[src/core/asgf_pkg.sv]
// Constants and types shared by the signalling group framer
package asgf_pkg;

    // ********************************************************
    // Group layout
    // ********************************************************
    localparam int          GROUP_BYTES   = 8;
    localparam int          GROUP_W       = 64;
    localparam int          FIFO_DEPTH    = 8;
    localparam logic [7:0]  CODE_MARK     = 8'hc0;
    localparam logic [7:0]  CODE_MARK_MSK = 8'hc0;
    localparam logic [3:0]  NIB_START     = 4'h0;
    localparam logic [3:0]  NIB_CONT      = 4'h3;
    localparam logic [3:0]  NIB_END       = 4'hc;
    localparam logic [3:0]  NIB_PAD       = 4'hf;
    localparam logic [7:0]  RFU_BYTE      = 8'h00;
    localparam logic [7:0]  FILL_BYTE     = 8'hff;
    localparam logic [2:0]  POS_START_DAT = 3'h4;
    localparam logic [2:0]  POS_CONT_DAT  = 3'h2;
    localparam logic [2:0]  POS_LAST_FULL = 3'h7;
    localparam logic [2:0]  POS_LAST_END  = 3'h5;
    localparam logic [3:0]  CRC_ALL_BYTES = 4'h8;
    localparam logic [3:0]  CRC_END_BYTES = 4'h6;
    localparam logic [2:0]  NB_SHORT      = 3'h4;
    localparam logic [2:0]  NB_CONT       = 3'h6;
    localparam logic [15:0] CRC_POLY_DEF  = 16'h1021;
    localparam logic [15:0] CRC_INIT_DEF  = 16'hffff;
    localparam logic [63:0] PAD_GROUP     = {CODE_MARK | {4'h0, NIB_PAD}, {7{FILL_BYTE}}};

    // ********************************************************
    // Types
    // ********************************************************
    typedef enum logic [2:0] {
        ASGF_K_START,
        ASGF_K_CONT,
        ASGF_K_END,
        ASGF_K_PAD,
        ASGF_K_BAD
    } asgf_kind_t;

    typedef struct packed {
        logic [6:0] msg_type;
        logic       user_defined;
        logic [7:0] continuation_group_count;
    } asgf_tx_hdr_t;

    typedef struct packed {
        asgf_kind_t  kind;
        logic [7:0]  msg_type;
        logic [7:0]  continuation_group_count;
        logic [2:0]  nbytes;
        logic [47:0] data;
    } asgf_rx_info_t;

    function automatic asgf_kind_t asgf_decode(input logic [7:0] code);
        asgf_kind_t k;
        k = ASGF_K_BAD;
        if ((code & CODE_MARK_MSK) == CODE_MARK) begin
            unique case (code[3:0])
                NIB_START: k = ASGF_K_START;
                NIB_CONT:  k = ASGF_K_CONT;
                NIB_END:   k = ASGF_K_END;
                NIB_PAD:   k = ASGF_K_PAD;
                default:   k = ASGF_K_BAD;
            endcase
        end
        return k;
    endfunction

    function automatic logic [7:0] asgf_code(input logic [3:0] nib);
        return CODE_MARK | {4'h0, nib};
    endfunction

endpackage

[src/core/asgf_crc.sv]
// Bytewise CRC-16 over the leading bytes of one group
`timescale 1ns/1ns
module asgf_crc #(
    parameter logic [15:0] POLY = asgf_pkg::CRC_POLY_DEF
) (
    input  wire logic [15:0] crc_in,
    input  wire logic [63:0] data_in,
    input  wire logic [3:0]  nbytes_in,
    output logic      [15:0] crc_out
);
    import asgf_pkg::*;

    // Byte 0 sits in the top lane and is folded in first, MSB first
    always_comb begin
        logic [15:0] c;
        logic        fb;
        c  = crc_in;
        fb = 1'b0;
        for (int b = 0; b < GROUP_BYTES; b++) begin
            if (4'(b) < nbytes_in) begin
                for (int k = 0; k < 8; k++) begin
                    fb = c[15] ^ data_in[GROUP_W - 1 - 8 * b - k];
                    c  = {c[14:0], 1'b0} ^ (fb ? POLY : 16'h0000);
                end
            end
        end
        crc_out = c;
    end

endmodule

[src/core/asgf_fifo.sv]
// Group FIFO with a registered output stage
`timescale 1ns/1ns
module asgf_fifo #(
    parameter int WIDTH = 64,
    parameter int DEPTH = 8
) (
    input  wire logic             core_clk_in,
    input  wire logic             rst_b_in,
    input  wire logic             in_valid_in,
    input  wire logic [WIDTH-1:0] in_data_in,
    output logic                  in_ready_out,
    output logic                  out_valid_out,
    output logic      [WIDTH-1:0] out_data_out,
    input  wire logic             out_ready_in
);
    import asgf_pkg::*;

    localparam int PW = $clog2(DEPTH);
    localparam int CW = $clog2(DEPTH + 1);

    logic [WIDTH-1:0] mem_reg [DEPTH];
    logic [PW-1:0]    wr_ptr_reg;
    logic [PW-1:0]    rd_ptr_reg;
    logic [CW-1:0]    count_reg;
    logic             push;
    logic             pop;

    function automatic logic [PW-1:0] ptr_inc(input logic [PW-1:0] p);
        return (p == PW'(DEPTH - 1)) ? '0 : PW'(p + 1'b1);
    endfunction

    assign in_ready_out = (count_reg != CW'(DEPTH));
    assign push         = in_valid_in && in_ready_out;
    // Refill the output stage whenever it is empty or being drained
    assign pop          = (count_reg != '0) && (!out_valid_out || out_ready_in);

    always_ff @(posedge core_clk_in) begin
        if (push) begin
            mem_reg[wr_ptr_reg] <= in_data_in;
        end
    end

    always_ff @(posedge core_clk_in) begin
        if (!rst_b_in) begin
            wr_ptr_reg <= '0;
            rd_ptr_reg <= '0;
            count_reg  <= '0;
        end else begin
            if (push) begin
                wr_ptr_reg <= ptr_inc(wr_ptr_reg);
            end
            if (pop) begin
                rd_ptr_reg <= ptr_inc(rd_ptr_reg);
            end
            if (push && !pop) begin
                count_reg <= CW'(count_reg + 1'b1);
            end else if (pop && !push) begin
                count_reg <= CW'(count_reg - 1'b1);
            end
        end
    end

    always_ff @(posedge core_clk_in) begin
        if (!rst_b_in) begin
            out_valid_out <= 1'b0;
            out_data_out  <= '0;
        end else if (pop) begin
            out_valid_out <= 1'b1;
            out_data_out  <= mem_reg[rd_ptr_reg];
        end else if (out_ready_in) begin
            out_valid_out <= 1'b0;
        end
    end

endmodule

[src/core/asgf_framer.sv]
// Asynchronous signalling message framer and parser over 8-byte groups
// Functional notes
// - Byte 0 codes start, continuation, end, padding
// - Message begins with one start group
// - Start carries type and continuation count
// - Continuation: code, reserved, six data bytes
// - End: code, reserved, four data, CRC
// - Padding group carries code then FF bytes
// - Type bit 0 marks user-definable type
// - Padding groups never counted as continuations
// - Non-padding groups equal count plus two
// - CRC spans start byte 0 to end byte 5
`timescale 1ns/1ns
module asgf_framer #(
    parameter logic [15:0] CRC_POLY = asgf_pkg::CRC_POLY_DEF,
    parameter logic [15:0] CRC_INIT = asgf_pkg::CRC_INIT_DEF
) (
    input  wire logic                   core_clk_in,
    input  wire logic                   rst_b_in,
    input  wire logic                   tx_msg_valid_in,
    input  wire asgf_pkg::asgf_tx_hdr_t tx_msg_hdr_in,
    output logic                        tx_msg_ready_out,
    input  wire logic                   tx_byte_valid_in,
    input  wire logic [7:0]             tx_byte_in,
    output logic                        tx_byte_ready_out,
    input  wire logic                   tx_pad_req_in,
    output logic                        tx_group_valid_out,
    output logic [63:0]                 tx_group_out,
    input  wire logic                   tx_group_ready_in,
    input  wire logic                   rx_group_valid_in,
    input  wire logic [63:0]            rx_group_in,
    output logic                        rx_group_ready_out,
    output logic                        rx_valid_out,
    output asgf_pkg::asgf_rx_info_t     rx_info_out,
    output logic                        rx_crc_err_out,
    output logic                        rx_seq_err_out
);
    import asgf_pkg::*;

    // ********************************************************
    // Transmit side
    // ********************************************************
    typedef enum logic [1:0] {
        ASGF_TX_IDLE,
        ASGF_TX_FILL,
        ASGF_TX_PUSH,
        ASGF_TX_PAD
    } asgf_tx_state_t;

    asgf_tx_state_t state_reg;
    asgf_tx_state_t state_next;
    asgf_kind_t     kind_reg;
    logic [2:0]     pos_reg;
    logic [7:0]     cont_left_reg;
    logic [63:0]    grp_reg;
    logic [15:0]    tx_crc_reg;
    logic [15:0]    tx_crc_calc;
    logic [63:0]    fifo_in_data;
    logic           fifo_in_valid;
    logic           fifo_in_ready;
    logic           msg_take;
    logic           byte_take;
    logic           last_byte;

    assign msg_take  = tx_msg_valid_in && tx_msg_ready_out;
    assign byte_take = tx_byte_valid_in && tx_byte_ready_out;
    assign last_byte = (kind_reg == ASGF_K_END) ? (pos_reg == POS_LAST_END)
                                                : (pos_reg == POS_LAST_FULL);

    // End group folds only bytes 0..5 into the checksum
    asgf_crc #(
        .POLY      (CRC_POLY)
    ) u_tx_crc (
        .crc_in    (tx_crc_reg),
        .data_in   (grp_reg),
        .nbytes_in ((kind_reg == ASGF_K_END) ? CRC_END_BYTES : CRC_ALL_BYTES),
        .crc_out   (tx_crc_calc)
    );

    always_comb begin
        fifo_in_valid = 1'b0;
        fifo_in_data  = grp_reg;
        if (state_reg == ASGF_TX_PUSH) begin
            fifo_in_valid = 1'b1;
            if (kind_reg == ASGF_K_END) begin
                fifo_in_data = {grp_reg[63:16], tx_crc_calc};
            end
        end else if (state_reg == ASGF_TX_PAD) begin
            fifo_in_valid = 1'b1;
            fifo_in_data  = PAD_GROUP;
        end
    end

    always_comb begin
        state_next = state_reg;
        unique case (state_reg)
            ASGF_TX_IDLE: begin
                if (msg_take) begin
                    state_next = ASGF_TX_FILL;
                end else if (tx_pad_req_in) begin
                    state_next = ASGF_TX_PAD;
                end
            end
            ASGF_TX_FILL: begin
                if (byte_take && last_byte) begin
                    state_next = ASGF_TX_PUSH;
                end
            end
            ASGF_TX_PUSH: begin
                if (fifo_in_ready) begin
                    state_next = (kind_reg == ASGF_K_END) ? ASGF_TX_IDLE : ASGF_TX_FILL;
                end
            end
            ASGF_TX_PAD: begin
                if (fifo_in_ready) begin
                    state_next = ASGF_TX_IDLE;
                end
            end
        endcase
    end

    // Handshake readies are registered copies of the next state
    always_ff @(posedge core_clk_in) begin
        if (!rst_b_in) begin
            state_reg         <= ASGF_TX_IDLE;
            tx_msg_ready_out  <= 1'b0;
            tx_byte_ready_out <= 1'b0;
        end else begin
            state_reg         <= state_next;
            tx_msg_ready_out  <= (state_next == ASGF_TX_IDLE);
            tx_byte_ready_out <= (state_next == ASGF_TX_FILL);
        end
    end

    // Group assembly
    always_ff @(posedge core_clk_in) begin
        if (!rst_b_in) begin
            kind_reg      <= ASGF_K_START;
            pos_reg       <= '0;
            cont_left_reg <= '0;
            grp_reg       <= '0;
        end else if (msg_take) begin
            kind_reg      <= ASGF_K_START;
            pos_reg       <= POS_START_DAT;
            cont_left_reg <= tx_msg_hdr_in.continuation_group_count;
            grp_reg       <= {asgf_code(NIB_START), RFU_BYTE,
                              tx_msg_hdr_in.msg_type, tx_msg_hdr_in.user_defined,
                              tx_msg_hdr_in.continuation_group_count, 32'h0000_0000};
        end else if (byte_take) begin
            grp_reg[{3'(3'h7 - pos_reg), 3'h0} +: 8] <= tx_byte_in;
            pos_reg <= 3'(pos_reg + 1'b1);
        end else if (state_reg == ASGF_TX_PUSH && fifo_in_ready && kind_reg != ASGF_K_END) begin
            // Count runs down once per continuation; padding never touches it
            pos_reg <= POS_CONT_DAT;
            grp_reg <= '0;
            if (cont_left_reg != '0) begin
                kind_reg              <= ASGF_K_CONT;
                cont_left_reg         <= 8'(cont_left_reg - 1'b1);
                grp_reg[63:48]        <= {asgf_code(NIB_CONT), RFU_BYTE};
            end else begin
                kind_reg              <= ASGF_K_END;
                grp_reg[63:48]        <= {asgf_code(NIB_END), RFU_BYTE};
            end
        end
    end

    // Running checksum across message groups only
    always_ff @(posedge core_clk_in) begin
        if (!rst_b_in) begin
            tx_crc_reg <= CRC_INIT;
        end else if (msg_take) begin
            tx_crc_reg <= CRC_INIT;
        end else if (state_reg == ASGF_TX_PUSH && fifo_in_ready) begin
            tx_crc_reg <= tx_crc_calc;
        end
    end

    // Absorbs bursts while the transport stalls; full FIFO stalls the assembler
    asgf_fifo #(
        .WIDTH         (GROUP_W),
        .DEPTH         (FIFO_DEPTH)
    ) u_tx_fifo (
        .core_clk_in   (core_clk_in),
        .rst_b_in      (rst_b_in),
        .in_valid_in   (fifo_in_valid),
        .in_data_in    (fifo_in_data),
        .in_ready_out  (fifo_in_ready),
        .out_valid_out (tx_group_valid_out),
        .out_data_out  (tx_group_out),
        .out_ready_in  (tx_group_ready_in)
    );

    // ********************************************************
    // Receive side
    // ********************************************************
    asgf_kind_t  rx_kind;
    logic        rx_take;
    logic        rx_in_msg_reg;
    logic [7:0]  rx_left_reg;
    logic [15:0] rx_crc_reg;
    logic [15:0] rx_crc_calc;

    assign rx_take = rx_group_valid_in && rx_group_ready_out;
    assign rx_kind = asgf_decode(rx_group_in[63:56]);

    asgf_crc #(
        .POLY      (CRC_POLY)
    ) u_rx_crc (
        .crc_in    ((rx_kind == ASGF_K_START) ? CRC_INIT : rx_crc_reg),
        .data_in   (rx_group_in),
        .nbytes_in ((rx_kind == ASGF_K_END) ? CRC_END_BYTES : CRC_ALL_BYTES),
        .crc_out   (rx_crc_calc)
    );

    // Parser never stalls the transport: one group per cycle
    always_ff @(posedge core_clk_in) begin
        if (!rst_b_in) begin
            rx_group_ready_out <= 1'b0;
        end else begin
            rx_group_ready_out <= 1'b1;
        end
    end

    always_ff @(posedge core_clk_in) begin
        if (!rst_b_in) begin
            rx_in_msg_reg <= 1'b0;
            rx_left_reg   <= '0;
            rx_crc_reg    <= CRC_INIT;
        end else if (rx_take) begin
            unique case (rx_kind)
                ASGF_K_START: begin
                    // A fresh start abandons any message in progress
                    rx_in_msg_reg <= 1'b1;
                    rx_left_reg   <= rx_group_in[39:32];
                    rx_crc_reg    <= rx_crc_calc;
                end
                ASGF_K_CONT: begin
                    if (rx_in_msg_reg && rx_left_reg != '0) begin
                        rx_left_reg <= 8'(rx_left_reg - 1'b1);
                        rx_crc_reg  <= rx_crc_calc;
                    end else begin
                        rx_in_msg_reg <= 1'b0;
                    end
                end
                ASGF_K_END: begin
                    rx_in_msg_reg <= 1'b0;
                end
                ASGF_K_PAD: begin
                    rx_in_msg_reg <= rx_in_msg_reg;
                end
                default: begin
                    rx_in_msg_reg <= 1'b0;
                end
            endcase
        end
    end

    // Delivered group contents and event pulses
    always_ff @(posedge core_clk_in) begin
        if (!rst_b_in) begin
            rx_valid_out   <= 1'b0;
            rx_info_out    <= '0;
            rx_crc_err_out <= 1'b0;
            rx_seq_err_out <= 1'b0;
        end else begin
            rx_valid_out   <= 1'b0;
            rx_crc_err_out <= 1'b0;
            rx_seq_err_out <= 1'b0;
            if (rx_take) begin
                rx_info_out.kind                     <= rx_kind;
                rx_info_out.msg_type                 <= '0;
                rx_info_out.continuation_group_count <= '0;
                unique case (rx_kind)
                    ASGF_K_START: begin
                        rx_valid_out                         <= 1'b1;
                        rx_seq_err_out                       <= rx_in_msg_reg;
                        rx_info_out.msg_type                 <= rx_group_in[47:40];
                        rx_info_out.continuation_group_count <= rx_group_in[39:32];
                        rx_info_out.nbytes                   <= NB_SHORT;
                        rx_info_out.data                     <= {rx_group_in[31:0], 16'h0000};
                    end
                    ASGF_K_CONT: begin
                        rx_valid_out       <= rx_in_msg_reg && (rx_left_reg != '0);
                        rx_seq_err_out     <= !(rx_in_msg_reg && (rx_left_reg != '0));
                        rx_info_out.nbytes <= NB_CONT;
                        rx_info_out.data   <= rx_group_in[47:0];
                    end
                    ASGF_K_END: begin
                        // End is only where the count says it must be
                        rx_valid_out       <= rx_in_msg_reg && (rx_left_reg == '0);
                        rx_seq_err_out     <= !(rx_in_msg_reg && (rx_left_reg == '0));
                        rx_crc_err_out     <= rx_in_msg_reg && (rx_left_reg == '0)
                                              && (rx_crc_calc != rx_group_in[15:0]);
                        rx_info_out.nbytes <= NB_SHORT;
                        rx_info_out.data   <= {rx_group_in[47:16], 16'h0000};
                    end
                    ASGF_K_PAD: begin
                        rx_valid_out <= 1'b0;
                    end
                    default: begin
                        rx_seq_err_out <= 1'b1;
                    end
                endcase
            end
        end
    end

endmodule

[config.mk]
export PLATFORM = sky130hd
export DESIGN_NAME = asgf_framer
export DESIGN_NICKNAME = d
export VERILOG_FILES = /design/src/core/asgf_pkg.sv /design/src/core/asgf_crc.sv /design/src/core/asgf_fifo.sv /design/src/core/asgf_framer.sv
export SDC_FILE = /design/constraint.sdc
export NUM_CORES = 1
export LEC_CHECK = 0
export BUFFER_PORTS_ARGS = -buffer_cell sky130_fd_sc_hd__buf_2
export CORE_MARGIN = 4
export CORE_UTILIZATION = 50
export DETAILED_ROUTE_END_ITERATION = 8
export HOLD_SLACK_MARGIN = 0.12
export PLACE_DENSITY_LB_ADDON = 0.3
export SLEW_MARGIN = 10
export SYNTH_ARGS = -nofsm -noshare
export SYNTH_HDL_FRONTEND = slang
export SYNTH_HIERARCHICAL = 1
export SYNTH_SLANG_ARGS = --single-unit
[constraint.sdc]
create_clock -name core_clk_in -period 9.5 [get_ports core_clk_in]
set_clock_uncertainty 0.2 [all_clocks]
set_input_delay 0.95 -clock core_clk_in [delete_from_list [all_inputs] [get_ports core_clk_in]]
set_output_delay 0.95 -clock core_clk_in [all_outputs]
set_load 0.05 [all_outputs]
Word-level counts from Yosys, hierarchy flattened
Memories as Yosys holds them, arrays and structs flattened. A register that Yosys moved wholly into a read port is not among the register bits.
Cells that the tools add are included.
Operators by class
  bitwise logic cells: 259
  add/sub/neg operators: 9
  reductions and logical operators: 44
  eq/ne operators: 22
  $lt $le $gt $ge: 16
  mux-type cells: 194
  shift operators: 2
Operators with widths (count)
  $xor 16x16->16: 128
  $mux 13: 128
  $mux 16: 20
  $mux 64: 5
  $pmux 51 s3: 1
  $xor 1x1->1: 128
  $bwmux 64: 1
  $shift 8x8->64 const A: 1
  $shiftx 8x8->64: 1
  $mux 8: 5
  $lt 3x4->1 const A: 8
  $pmux 16 s2: 1
  $mux 3: 6
  $lt 1x4->1 const A: 4
  $lt 2x4->1 const A: 4
  $mux 4: 4
  $ne 16x16->1: 1
  $pmux 8 s2: 1
  $reduce_bool 8->1: 2
  $sub 8x1->8 const B: 2
  $logic_and 1x1->1: 13
  $eq 3x3->1 const B: 4
  $mux 12: 1
  $mux 2: 6
  32 further kinds: 71
Word-level totals
  output and inout port bits: 141
  bits of input ports: 95
  RAM bits: 512
  register bits after elaboration: 208
  memories: 1
Memory list
  u_tx_fifo.mem_reg: words 8, width 64, read ports 1, clocked after memory_dff 1, wr ports 1, line asgf_fifo.sv:21  | logic [WIDTH-1:0] mem_reg [DEPTH];

Longest topological paths before layout
Gate-level depths: netlist of run 1.
  depth in word-level cells: 207
  mapped depth: 31
  gate-level depth less buffers: 27

Modules after synthesis
The synthesis of run 1 kept the hierarchy.
Modules (own cells, without submodules)
  asgf_fifo: instances 1, cells an instance 1101, area each 21798.4 µm²
  asgf_framer: instances 1, cells an instance 1021, area each 8836.0 µm²
  asgf_crc at u_rx_crc: instances 1, cells an instance 803, area each 6437.4 µm²
  asgf_crc at u_tx_crc: instances 1, cells an instance 781, area each 6422.4 µm²

Least setup slack after synthesis of run 1
No wires, ideal clock.
  kind: input to register
  start point: input port rx_group_in[57]
  end point: register rx_crc_err_out
  stages: 30
  required time: 9.175 ns
  arrival: 7.963 ns
  path slack: 1.213 ns
  cells stage by stage: buf_2 -> nor2_1 -> nand3_1 -> clkbuf_1 -> nand2b_1 -> xnor2_2 -> xnor3_2 -> xnor3_1 -> xnor2_2 -> xnor2_1 -> o21ai_2 -> nor4_2 -> or2_0 -> clkbuf_1 -> o21ai_0 -> and4_1 -> o311a_1 -> or4_1 -> a22o_1 -> nand2_1 -> mux2i_1 -> mux2_2 -> xnor3_1 -> xnor3_1 -> xor2_1 -> a21oi_1 -> xnor2_1 -> nand4_1 -> nor4_1 -> nor4b_1
Between the ends
  cells in the longest elaborated chain, start to end: 111
  elaborated cells on any way between the ends: 221
  those cells by class: 8 x order compare; 5 x eq/ne; 76 x mux; 128 x bitwise; 4 x reduce/logical
RTL lines
  start, declared: line asgf_framer.sv:31  | input wire logic [63:0] rx_group_in,
  $eq 4x4->1, or another cell as far along: line asgf_pkg.sv:59  | unique case (code[3:0])
  $pmux 3 s4: line asgf_pkg.sv:59
  $mux 3: line asgf_pkg.sv:58  | if ((code & CODE_MARK_MSK) == CODE_MARK) begin
  $logic_not 3->1: line asgf_framer.sv:209  | .crc_in ((rx_kind == ASGF_K_START) ? CRC_INIT : rx_crc_reg),
  $mux 16: line asgf_framer.sv:209
  $xor 16x16->16: line asgf_crc.sv:23  | c = {c[14:0], 1'b0} ^ (fb ? POLY : 16'h0000);
  $xor 1x1->1: line asgf_crc.sv:22  | fb = c[15] ^ data_in[GROUP_W - 1 - 8 * b - k];
  $mux 13: line asgf_crc.sv:23
  [... 91 more ...]
  $xor 16x16->16 (4 in a row): line asgf_crc.sv:23
  $xor 1x1->1: line asgf_crc.sv:22
  $mux 13: line asgf_crc.sv:23
  $xor 16x16->16 (3 in a row): line asgf_crc.sv:23
  $mux 16 (*): line asgf_crc.sv:20  | if (4'(b) < nbytes_in) begin
  net rx_crc_calc[7]: line asgf_framer.sv:201  | logic [15:0] rx_crc_calc;
  $ne 16x16->1 (*): line asgf_framer.sv:293  | && (rx_crc_calc != rx_group_in[15:0]);
  $logic_and 1x1->1 (*): line asgf_framer.sv:293
  end signal, assigned: line asgf_framer.sv:292  | rx_crc_err_out <= rx_in_msg_reg && (rx_left_reg == '0)
  end, declared: line asgf_framer.sv:35  | output logic rx_crc_err_out,
Mark *: on every way through the listed nets, which the timed path passes. The rest lies on a longest branch.
A chain may end at the register's enable or synchronous reset.

Worst setup path after layout of run 1
  start point: input port rx_group_in[62]
  end point: register rx_crc_err_out
Between the ends
  cells in the longest elaborated chain, start to end: 110
  elaborated cells on any way between the ends: 217
  those cells by class: 8 x order compare; 3 x eq/ne; 75 x mux; 128 x bitwise; 3 x reduce/logical
RTL lines (line)
  $eq 2x2->1: asgf_pkg.sv:58
  $mux 3: asgf_pkg.sv:58
  $logic_not 3->1: asgf_framer.sv:209
  $mux 16: asgf_framer.sv:209
  $xor 16x16->16 (2 in a row): asgf_crc.sv:23
  $xor 1x1->1: asgf_crc.sv:22
  $mux 13: asgf_crc.sv:23
  $xor 16x16->16 (4 in a row): asgf_crc.sv:23
  [... 87 more ...]
  $xor 16x16->16 (4 in a row): asgf_crc.sv:23
  $xor 1x1->1: asgf_crc.sv:22
  $mux 13: asgf_crc.sv:23
  $xor 16x16->16 (2 in a row): asgf_crc.sv:23
  $mux 16 (*): asgf_crc.sv:20
  net rx_crc_calc[13]: asgf_framer.sv:201
  $ne 16x16->1 (*): asgf_framer.sv:293
  $logic_and 1x1->1 (*): asgf_framer.sv:293
Marked as above.

==> results.tsv, run 1 <==
metric	value	unit
synth_top_area_share	35.35	%
grt_util_met2	41.12	%
ys.flop_type	edfxtp_1	
netlist_instances	3706	
synth_cell_types	133	
cts.clk_slew.worst_paths	0.06	ns
ys_seq_elements	782	
clk_path_buf_depth	3	
r2r_end	u_tx_fifo/mem_reg[7][15]$_DFFE_PP_	
synthMostInstantiatedCell	edfxtp_1	
min-delay-start	rx_info_out[10]$_SDFFE_PN0P_	
detail_route.iter0.violations	3786	
setup_violations	0	
cts_tree	done	
place_congestion	0.9563	
synthTopCellsByArea	edfxtp_1 35%, dfxtp_1 12%, mux4_2 6.6%	
core_area	0.08568	mm^2
holdPathStages	2	
synth_area_per_cell	11.74	um^2
routed_wl	128.4	mm
grt.met1_usage	41.27	%
critPathKind	in2reg	
fmax	112.5	MHz
seq_area_frac_synth	47.78	%
min_to	rx_info_out[10]$_SDFFE_PN0P_	
ant_nets	0	
cts-buffers-inserted	82	
die_w	302.9	um
worst_pin_slew	1.202	ns
outcome	finished, final reports clean	
rr_startpoint	tx_crc_reg[8]$_SDFFE_PP1P_	
rows	107	
drtPass1Iterations	7	
postCtsResizedCells	0	
crit_arrival	9.19	ns
grt_overflow	0	
grt_util_all_layers	27.71	%
synth_edf_count	512	
die_h	302.9	um
h-tree-depth	3	
insertion_delay	0.67	ns
yosysWarnings	6	
yosys.area.top_type	edfxtp_1	
max_slew_margin	19.84	%
worstPathRequired	9.81	ns
setup_ws	0.6118	ns
hold_path_class	reg2reg	
final.fill_count	7052	
syn_to_final_growth	11.51	%
cp-end-kind	flip-flop	
fin_area	0.04850	mm^2
cts_setup_buffers	0	
grt_pass1_wl	191.4	mm
port_buffers	234	
min_period	8.888	ns
first_global_vias	29790	
cts_hold_buf	0	
dpl.hpwl	88.91	mm
via_per_inst	6.172	
ios	236	
rsz0062_at_grt	no	
fin_tns_setup	0	ns
fin_crit_sh	93.56	%
synth_area	0.04349	mm^2
finalNetCount	3991	
root_buffer	clkbuf_16	
cp-start-kind	primary input	
finalMaxSlewViolations	0	
largest_register_ffs	512	
crit_path_max_fanout	13	
pre_cts_ws	0.1861	ns
globalRoute.busiestLayer	met1	
grt_use_met3	5.667	%
cts_sinks	782	
cap_violations	0	
yosys-top-cells-count	512 x edfxtp_1, 410 x nand2_1, 270 x dfxtp_1, 243 x xnor2_1, 201 x a21oi_1	
dieArea	0.09177	mm^2
antenna_found_initial	13	
post_dp_cell_area	0.04573	mm^2
reg2regPathDepth	22	
vias	31460	
start_util	50.76	%
drive_above_1_share	18.55	%
wl_per_cell	25.19	um
grt_max_degree	90	
async_flop_share	0	%
drc	0	
hold_viol	0	
reg2reg_slack	0.89	ns
==> worst max-delay path: stages <==
cell and delay (ns):
buf_2 0.19, and2_1 0.27, nand3_1 0.28, buf_4 0.28, nand2b_1 0.22, xnor2_2 0.20, xnor3_2 0.56, xnor3_1 0.40
xnor2_2 0.21, xnor2_1 0.47, o21ai_2 0.23, nor4_2 0.46, or2_0 0.33, o21ai_0 0.16, and4_1 0.22, o311a_1 0.35
or4_1 0.56, a22o_1 0.28, a31oi_1 0.48, nor4_1 0.15, nor4b_4 0.46, xnor3_1 0.39, nand2_1 0.09, xnor2_1 0.17
xnor2_1 0.17, nand4_1 0.11, nor4_1 0.45, nor4b_1 0.09
==> routing by layer <==
metal  up-vias  share of wire (%)
met1     15450                 43
met2      1536                 44
met5         -               0.13
met4        12                2.8
li1      14250                  -
met3       211                 10
==> through the flow <==
step / cells / hold slack [ns] / utilization [%]
finish: 5096 / 0.2484 / 56.61
global route: 5091 / 0.2625 / 56.59
CTS: 5090 / 0.2506 / 56.59
detailed placement: 4937 / 0.2422 / 53.37
global placement: 4937 / 0.2362 / 53.37
floorplan: 3712 / 0.2351 / -
==> layout make-up <==
| cell class | instances | area [um^2] | area share, % |
|---|---|---|---|
| multi-input cells | 2667 | 21620 | 44.58 |
| flip-flops and latches | 782 | 20790 | 42.86 |
| clock buffers | 107 | 2216 | 4.569 |
| repair buffers | 310 | 1757 | 3.622 |
| well taps | 1144 | 1431 | 2.951 |
| clock inverters | 46 | 545.5 | 1.125 |
| inverters | 34 | 127.6 | 0.2631 |
| diodes | 6 | 15.01 | 0.03096 |
==> cell usage in the layout, fill, tap and decap left out, drive strengths merged, types with 13 or more instances in the layout <==
master,instances
buf,310
o21ai,194
a31oi,95
a211oi,45
clkbuf,107
nor3,54
xnor2,269
o22a,16
nor2,179
ha,18
or2,22
or3,36
mux4,128
o21a,14
edfxtp,512
a21boi,16
nor3b,13
nor4,27
and2,38
xnor3,78
nand4,26
a21oi,204
clkinv,36
and3,27
nand2b,78
mux2,15
xor2,95
a21o,22
a32o,21
nor2b,13
xor3,31
inv,34
nand2,412
dfxtp,270
a211o,16
nand3,124
a22oi,21
o211ai,28
mux2i,116
==> logic make-up after synthesis <==
kind of cell,share of synthesized area (%)
simple gates,12.69
compound gates,12.45
flops,47.78
xor+xnor,13.88
buf+inv,2.785
mux,9.847
fa+ha+maj,0.5638
other cells,0.008622
==> worst max path at each step <==
stage               cells past startpoint                   endpoint       startpoint  slack [ns]
global route                           28  rx_crc_err_out$_SDFF_PN0_  rx_group_in[62]        0.17
finish                                 28  rx_crc_err_out$_SDFF_PN0_  rx_group_in[62]        0.61
floorplan                              30  rx_crc_err_out$_SDFF_PN0_  rx_group_in[57]        1.21
detailed placement                     29  rx_crc_err_out$_SDFF_PN0_  rx_group_in[62]        0.19
CTS                                    28  rx_crc_err_out$_SDFF_PN0_  rx_group_in[62]        0.81
global placement                       29  rx_crc_err_out$_SDFF_PN0_  rx_group_in[62]        0.39
Power of run 1 is left out: the tool's default activity adds up to more than one toggle a clock period on the data nets, which glitch-free logic cannot reach.
==> run 2, diff against run 1 <==
--- a/config.mk
+++ b/config.mk
@@ -5,12 +5,14 @@
 export SDC_FILE = /design/constraint.sdc
 export NUM_CORES = 1
 export LEC_CHECK = 0
+export ABC_AREA = 1
 export BUFFER_PORTS_ARGS = -buffer_cell sky130_fd_sc_hd__buf_2
 export CORE_MARGIN = 4
-export CORE_UTILIZATION = 50
+export CORE_UTILIZATION = 40
 export DETAILED_ROUTE_END_ITERATION = 8
 export HOLD_SLACK_MARGIN = 0.12
 export PLACE_DENSITY_LB_ADDON = 0.3
+export SETUP_SLACK_MARGIN = 0.2
 export SLEW_MARGIN = 10
 export SYNTH_ARGS = -nofsm -noshare
 export SYNTH_HDL_FRONTEND = slang
==> run 2 against run 1 <==
Worst hold slack improved by 0.018 ns. Largest cell class is now flip-flops and latches. Count of clock-buffer cells in the layout fell by 2. Die area rose by 32%. Maximum frequency rose by 13%. Cell area rose by 5.7%. Area after synthesis rose by 6.2%.
==> results.tsv, run 2 <==
metric	value	unit
async_flop_share	0	%
crit_arrival	8.20	ns
cap_violations	0	
insertion_delay	0.67	ns
root_buffer	clkbuf_16	
setup_violations	0	
reg2reg_slack	1.80	ns
cts-buffers-inserted	88	
min_to	rx_info_out[55]$_SDFFE_PN0P_	
hold_path_class	reg2reg	
wl_per_cell	17.88	um
core_area	0.1145	mm^2
netlist_instances	6269	
hold_viol	0	
port_buffers	234	
clk_path_buf_depth	3	
ant_nets	0	
layout_commonest_cell	nand2_1	
rr_startpoint	kind_reg[0]$_SDFFE_PP0P_	
worstPathRequired	9.84	ns
cts_tree	done	
yosys.area.top_type	edfxtp_1	
cp-start-kind	primary input	
final_cell_mix	1954 x nand2_1, 1060 x nand3_1, 975 x inv_1	
outcome	finished, final reports clean	
die_w	347.8	um
cp-end-kind	flip-flop	
synth_area	0.04617	mm^2
grt_max_degree	213	
routed_wl	142.7	mm
synth_cell_types	56	
max_stage_delay	0.46	ns
min_period	7.866	ns
synth_area_per_cell	7.365	um^2
via_per_inst	5.150	
fin_tns_setup	0	ns
synthMostInstantiatedCell	nand2_1	
reg2regPathDepth	48	
drc	0	
yosysWarnings	6	
critPathKind	in2reg	
ys_seq_elements	782	
cts_sinks	782	
synthTopCellsByArea	edfxtp_1 33%, nand2_1 16%, dfxtp_1 12%	
dieArea	0.1209	mm^2
grt_overflow	0	
largest_register_ffs	512	
rsz0062_at_grt	no	
drtPass1Iterations	7	
grt_util_all_layers	22.73	%
ios	236	
syn_to_final_growth	11.01	%
max_slew_margin	20.26	%
dpl.hpwl	99.80	mm
fmax	127.1	MHz
postCtsResizedCells	0	
yosys-top-cells-count	1954 x nand2_1, 1061 x nand3_1, 978 x inv_1, 512 x edfxtp_1, 270 x dfxtp_1	
worst_pin_slew	1.192	ns
holdPathStages	2	
seq_area_frac_synth	45.00	%
h-tree-depth	3	
synth_top_area_share	33.30	%
vias	41100	
drive_above_1_share	13.48	%
start_util	40.33	%
die_h	347.8	um
first_global_vias	36750	
synth_edf_count	512	
rows	124	
ys.flop_type	edfxtp_1	
critical_path.slowest_cell	nor2_4	
detail_route.iter0.violations	4022	
cts_hold_buf	0	
r2r_end	u_tx_fifo/mem_reg[7][11]$_DFFE_PP_	
cts_setup_buffers	0	
cts.clk_slew.worst_paths	0.06	ns
place_congestion	0.9515	
min-delay-start	rx_info_out[55]$_SDFFE_PN0P_	
critPathMostFrequentCell	nand2_1	
crit_path_max_fanout	29	
grt_pass1_wl	215.7	mm
finalNetCount	6508	
antenna_found_initial	15	
finalMaxSlewViolations	0	
fin_crit_sh	82.80	%
## run 2: per-stage QoR
step | std cells | utilization, % | instance area [um^2] | worst slack (ns) | hold WS [ns]
3_3_place_gp | 7816 | 42.18 | 48290 | 1.213 | 0.2464
3_5_place_dp | 7816 | 42.18 | 48290 | 1.176 | 0.2522
2_1_floorplan | 6274 | - | 46190 | 2.959 | 0.2214
6_report | 7981 | 44.77 | 51260 | 1.634 | 0.2668
5_1_grt | 7977 | 44.76 | 51250 | 0.8526 | 0.2787
4_1_cts | 7974 | 44.75 | 51240 | 1.856 | 0.2616
## run 2: cells by family after synthesis
family                   count (synthesis)  share of synthesized area [%]
adder cells (fa/ha/maj)                 19                         0.5311
buffers and inverters                 1258                          11.28
other                                    1                       0.008121
AO/OA/AOI/OAI                          476                          5.628
XOR/XNOR                                35                         0.7126
flip-flops                             782                          45.00
AND/OR/NAND/NOR                       3698                          36.84
## run 2: worst max-delay path, delay by kind of cell
kind | cells | cell delay [ns]
and+or+nand+nor | 50 | 6.16
buffers and inverters | 4 | 0.75
xor gates and xnor gates | 2 | 0.31
## run 2: area by class of cell
type,count,area [um^2]
clock inverter,53,591.8
inverter,1009,3800
timing repair buffer,279,1528
sequential,782,20790
tap,1512,1892
multi-input combinational,4234,20280
antenna,7,17.52
fill,11460,63240
clock buffer,105,2359
## run 2: layer usage
metal / part of all wire (%) / vias to the layer above / GRT usage [%] / wire [um]
met4: 2.6 / 6 / 6.488 / 3686
met5: 0.025 / - / 0 / 35
met2: 44 / 1421 / 35.39 / 62770
met1: 46 / 19130 / 32.71 / 65050
li1: - / 20330 / - / -
met3: 7.8 / 222 / 3.706 / 11160
## run 2: how the worst max path moves through the flow
stage | startpoint | end | slack [ns]
floorplan | rx_group_in[57] | rx_crc_err_out$_SDFF_PN0_ | 2.96
global placement | rx_group_in[63] | rx_crc_err_out$_SDFF_PN0_ | 1.21
detailed placement | rx_group_in[63] | rx_crc_err_out$_SDFF_PN0_ | 1.18
CTS | rx_group_in[62] | rx_crc_err_out$_SDFF_PN0_ | 1.86
global route | rx_group_in[62] | rx_crc_err_out$_SDFF_PN0_ | 0.85
finish | rx_group_in[62] | rx_crc_err_out$_SDFF_PN0_ | 1.63
Power of run 2 is left out for the same reason.
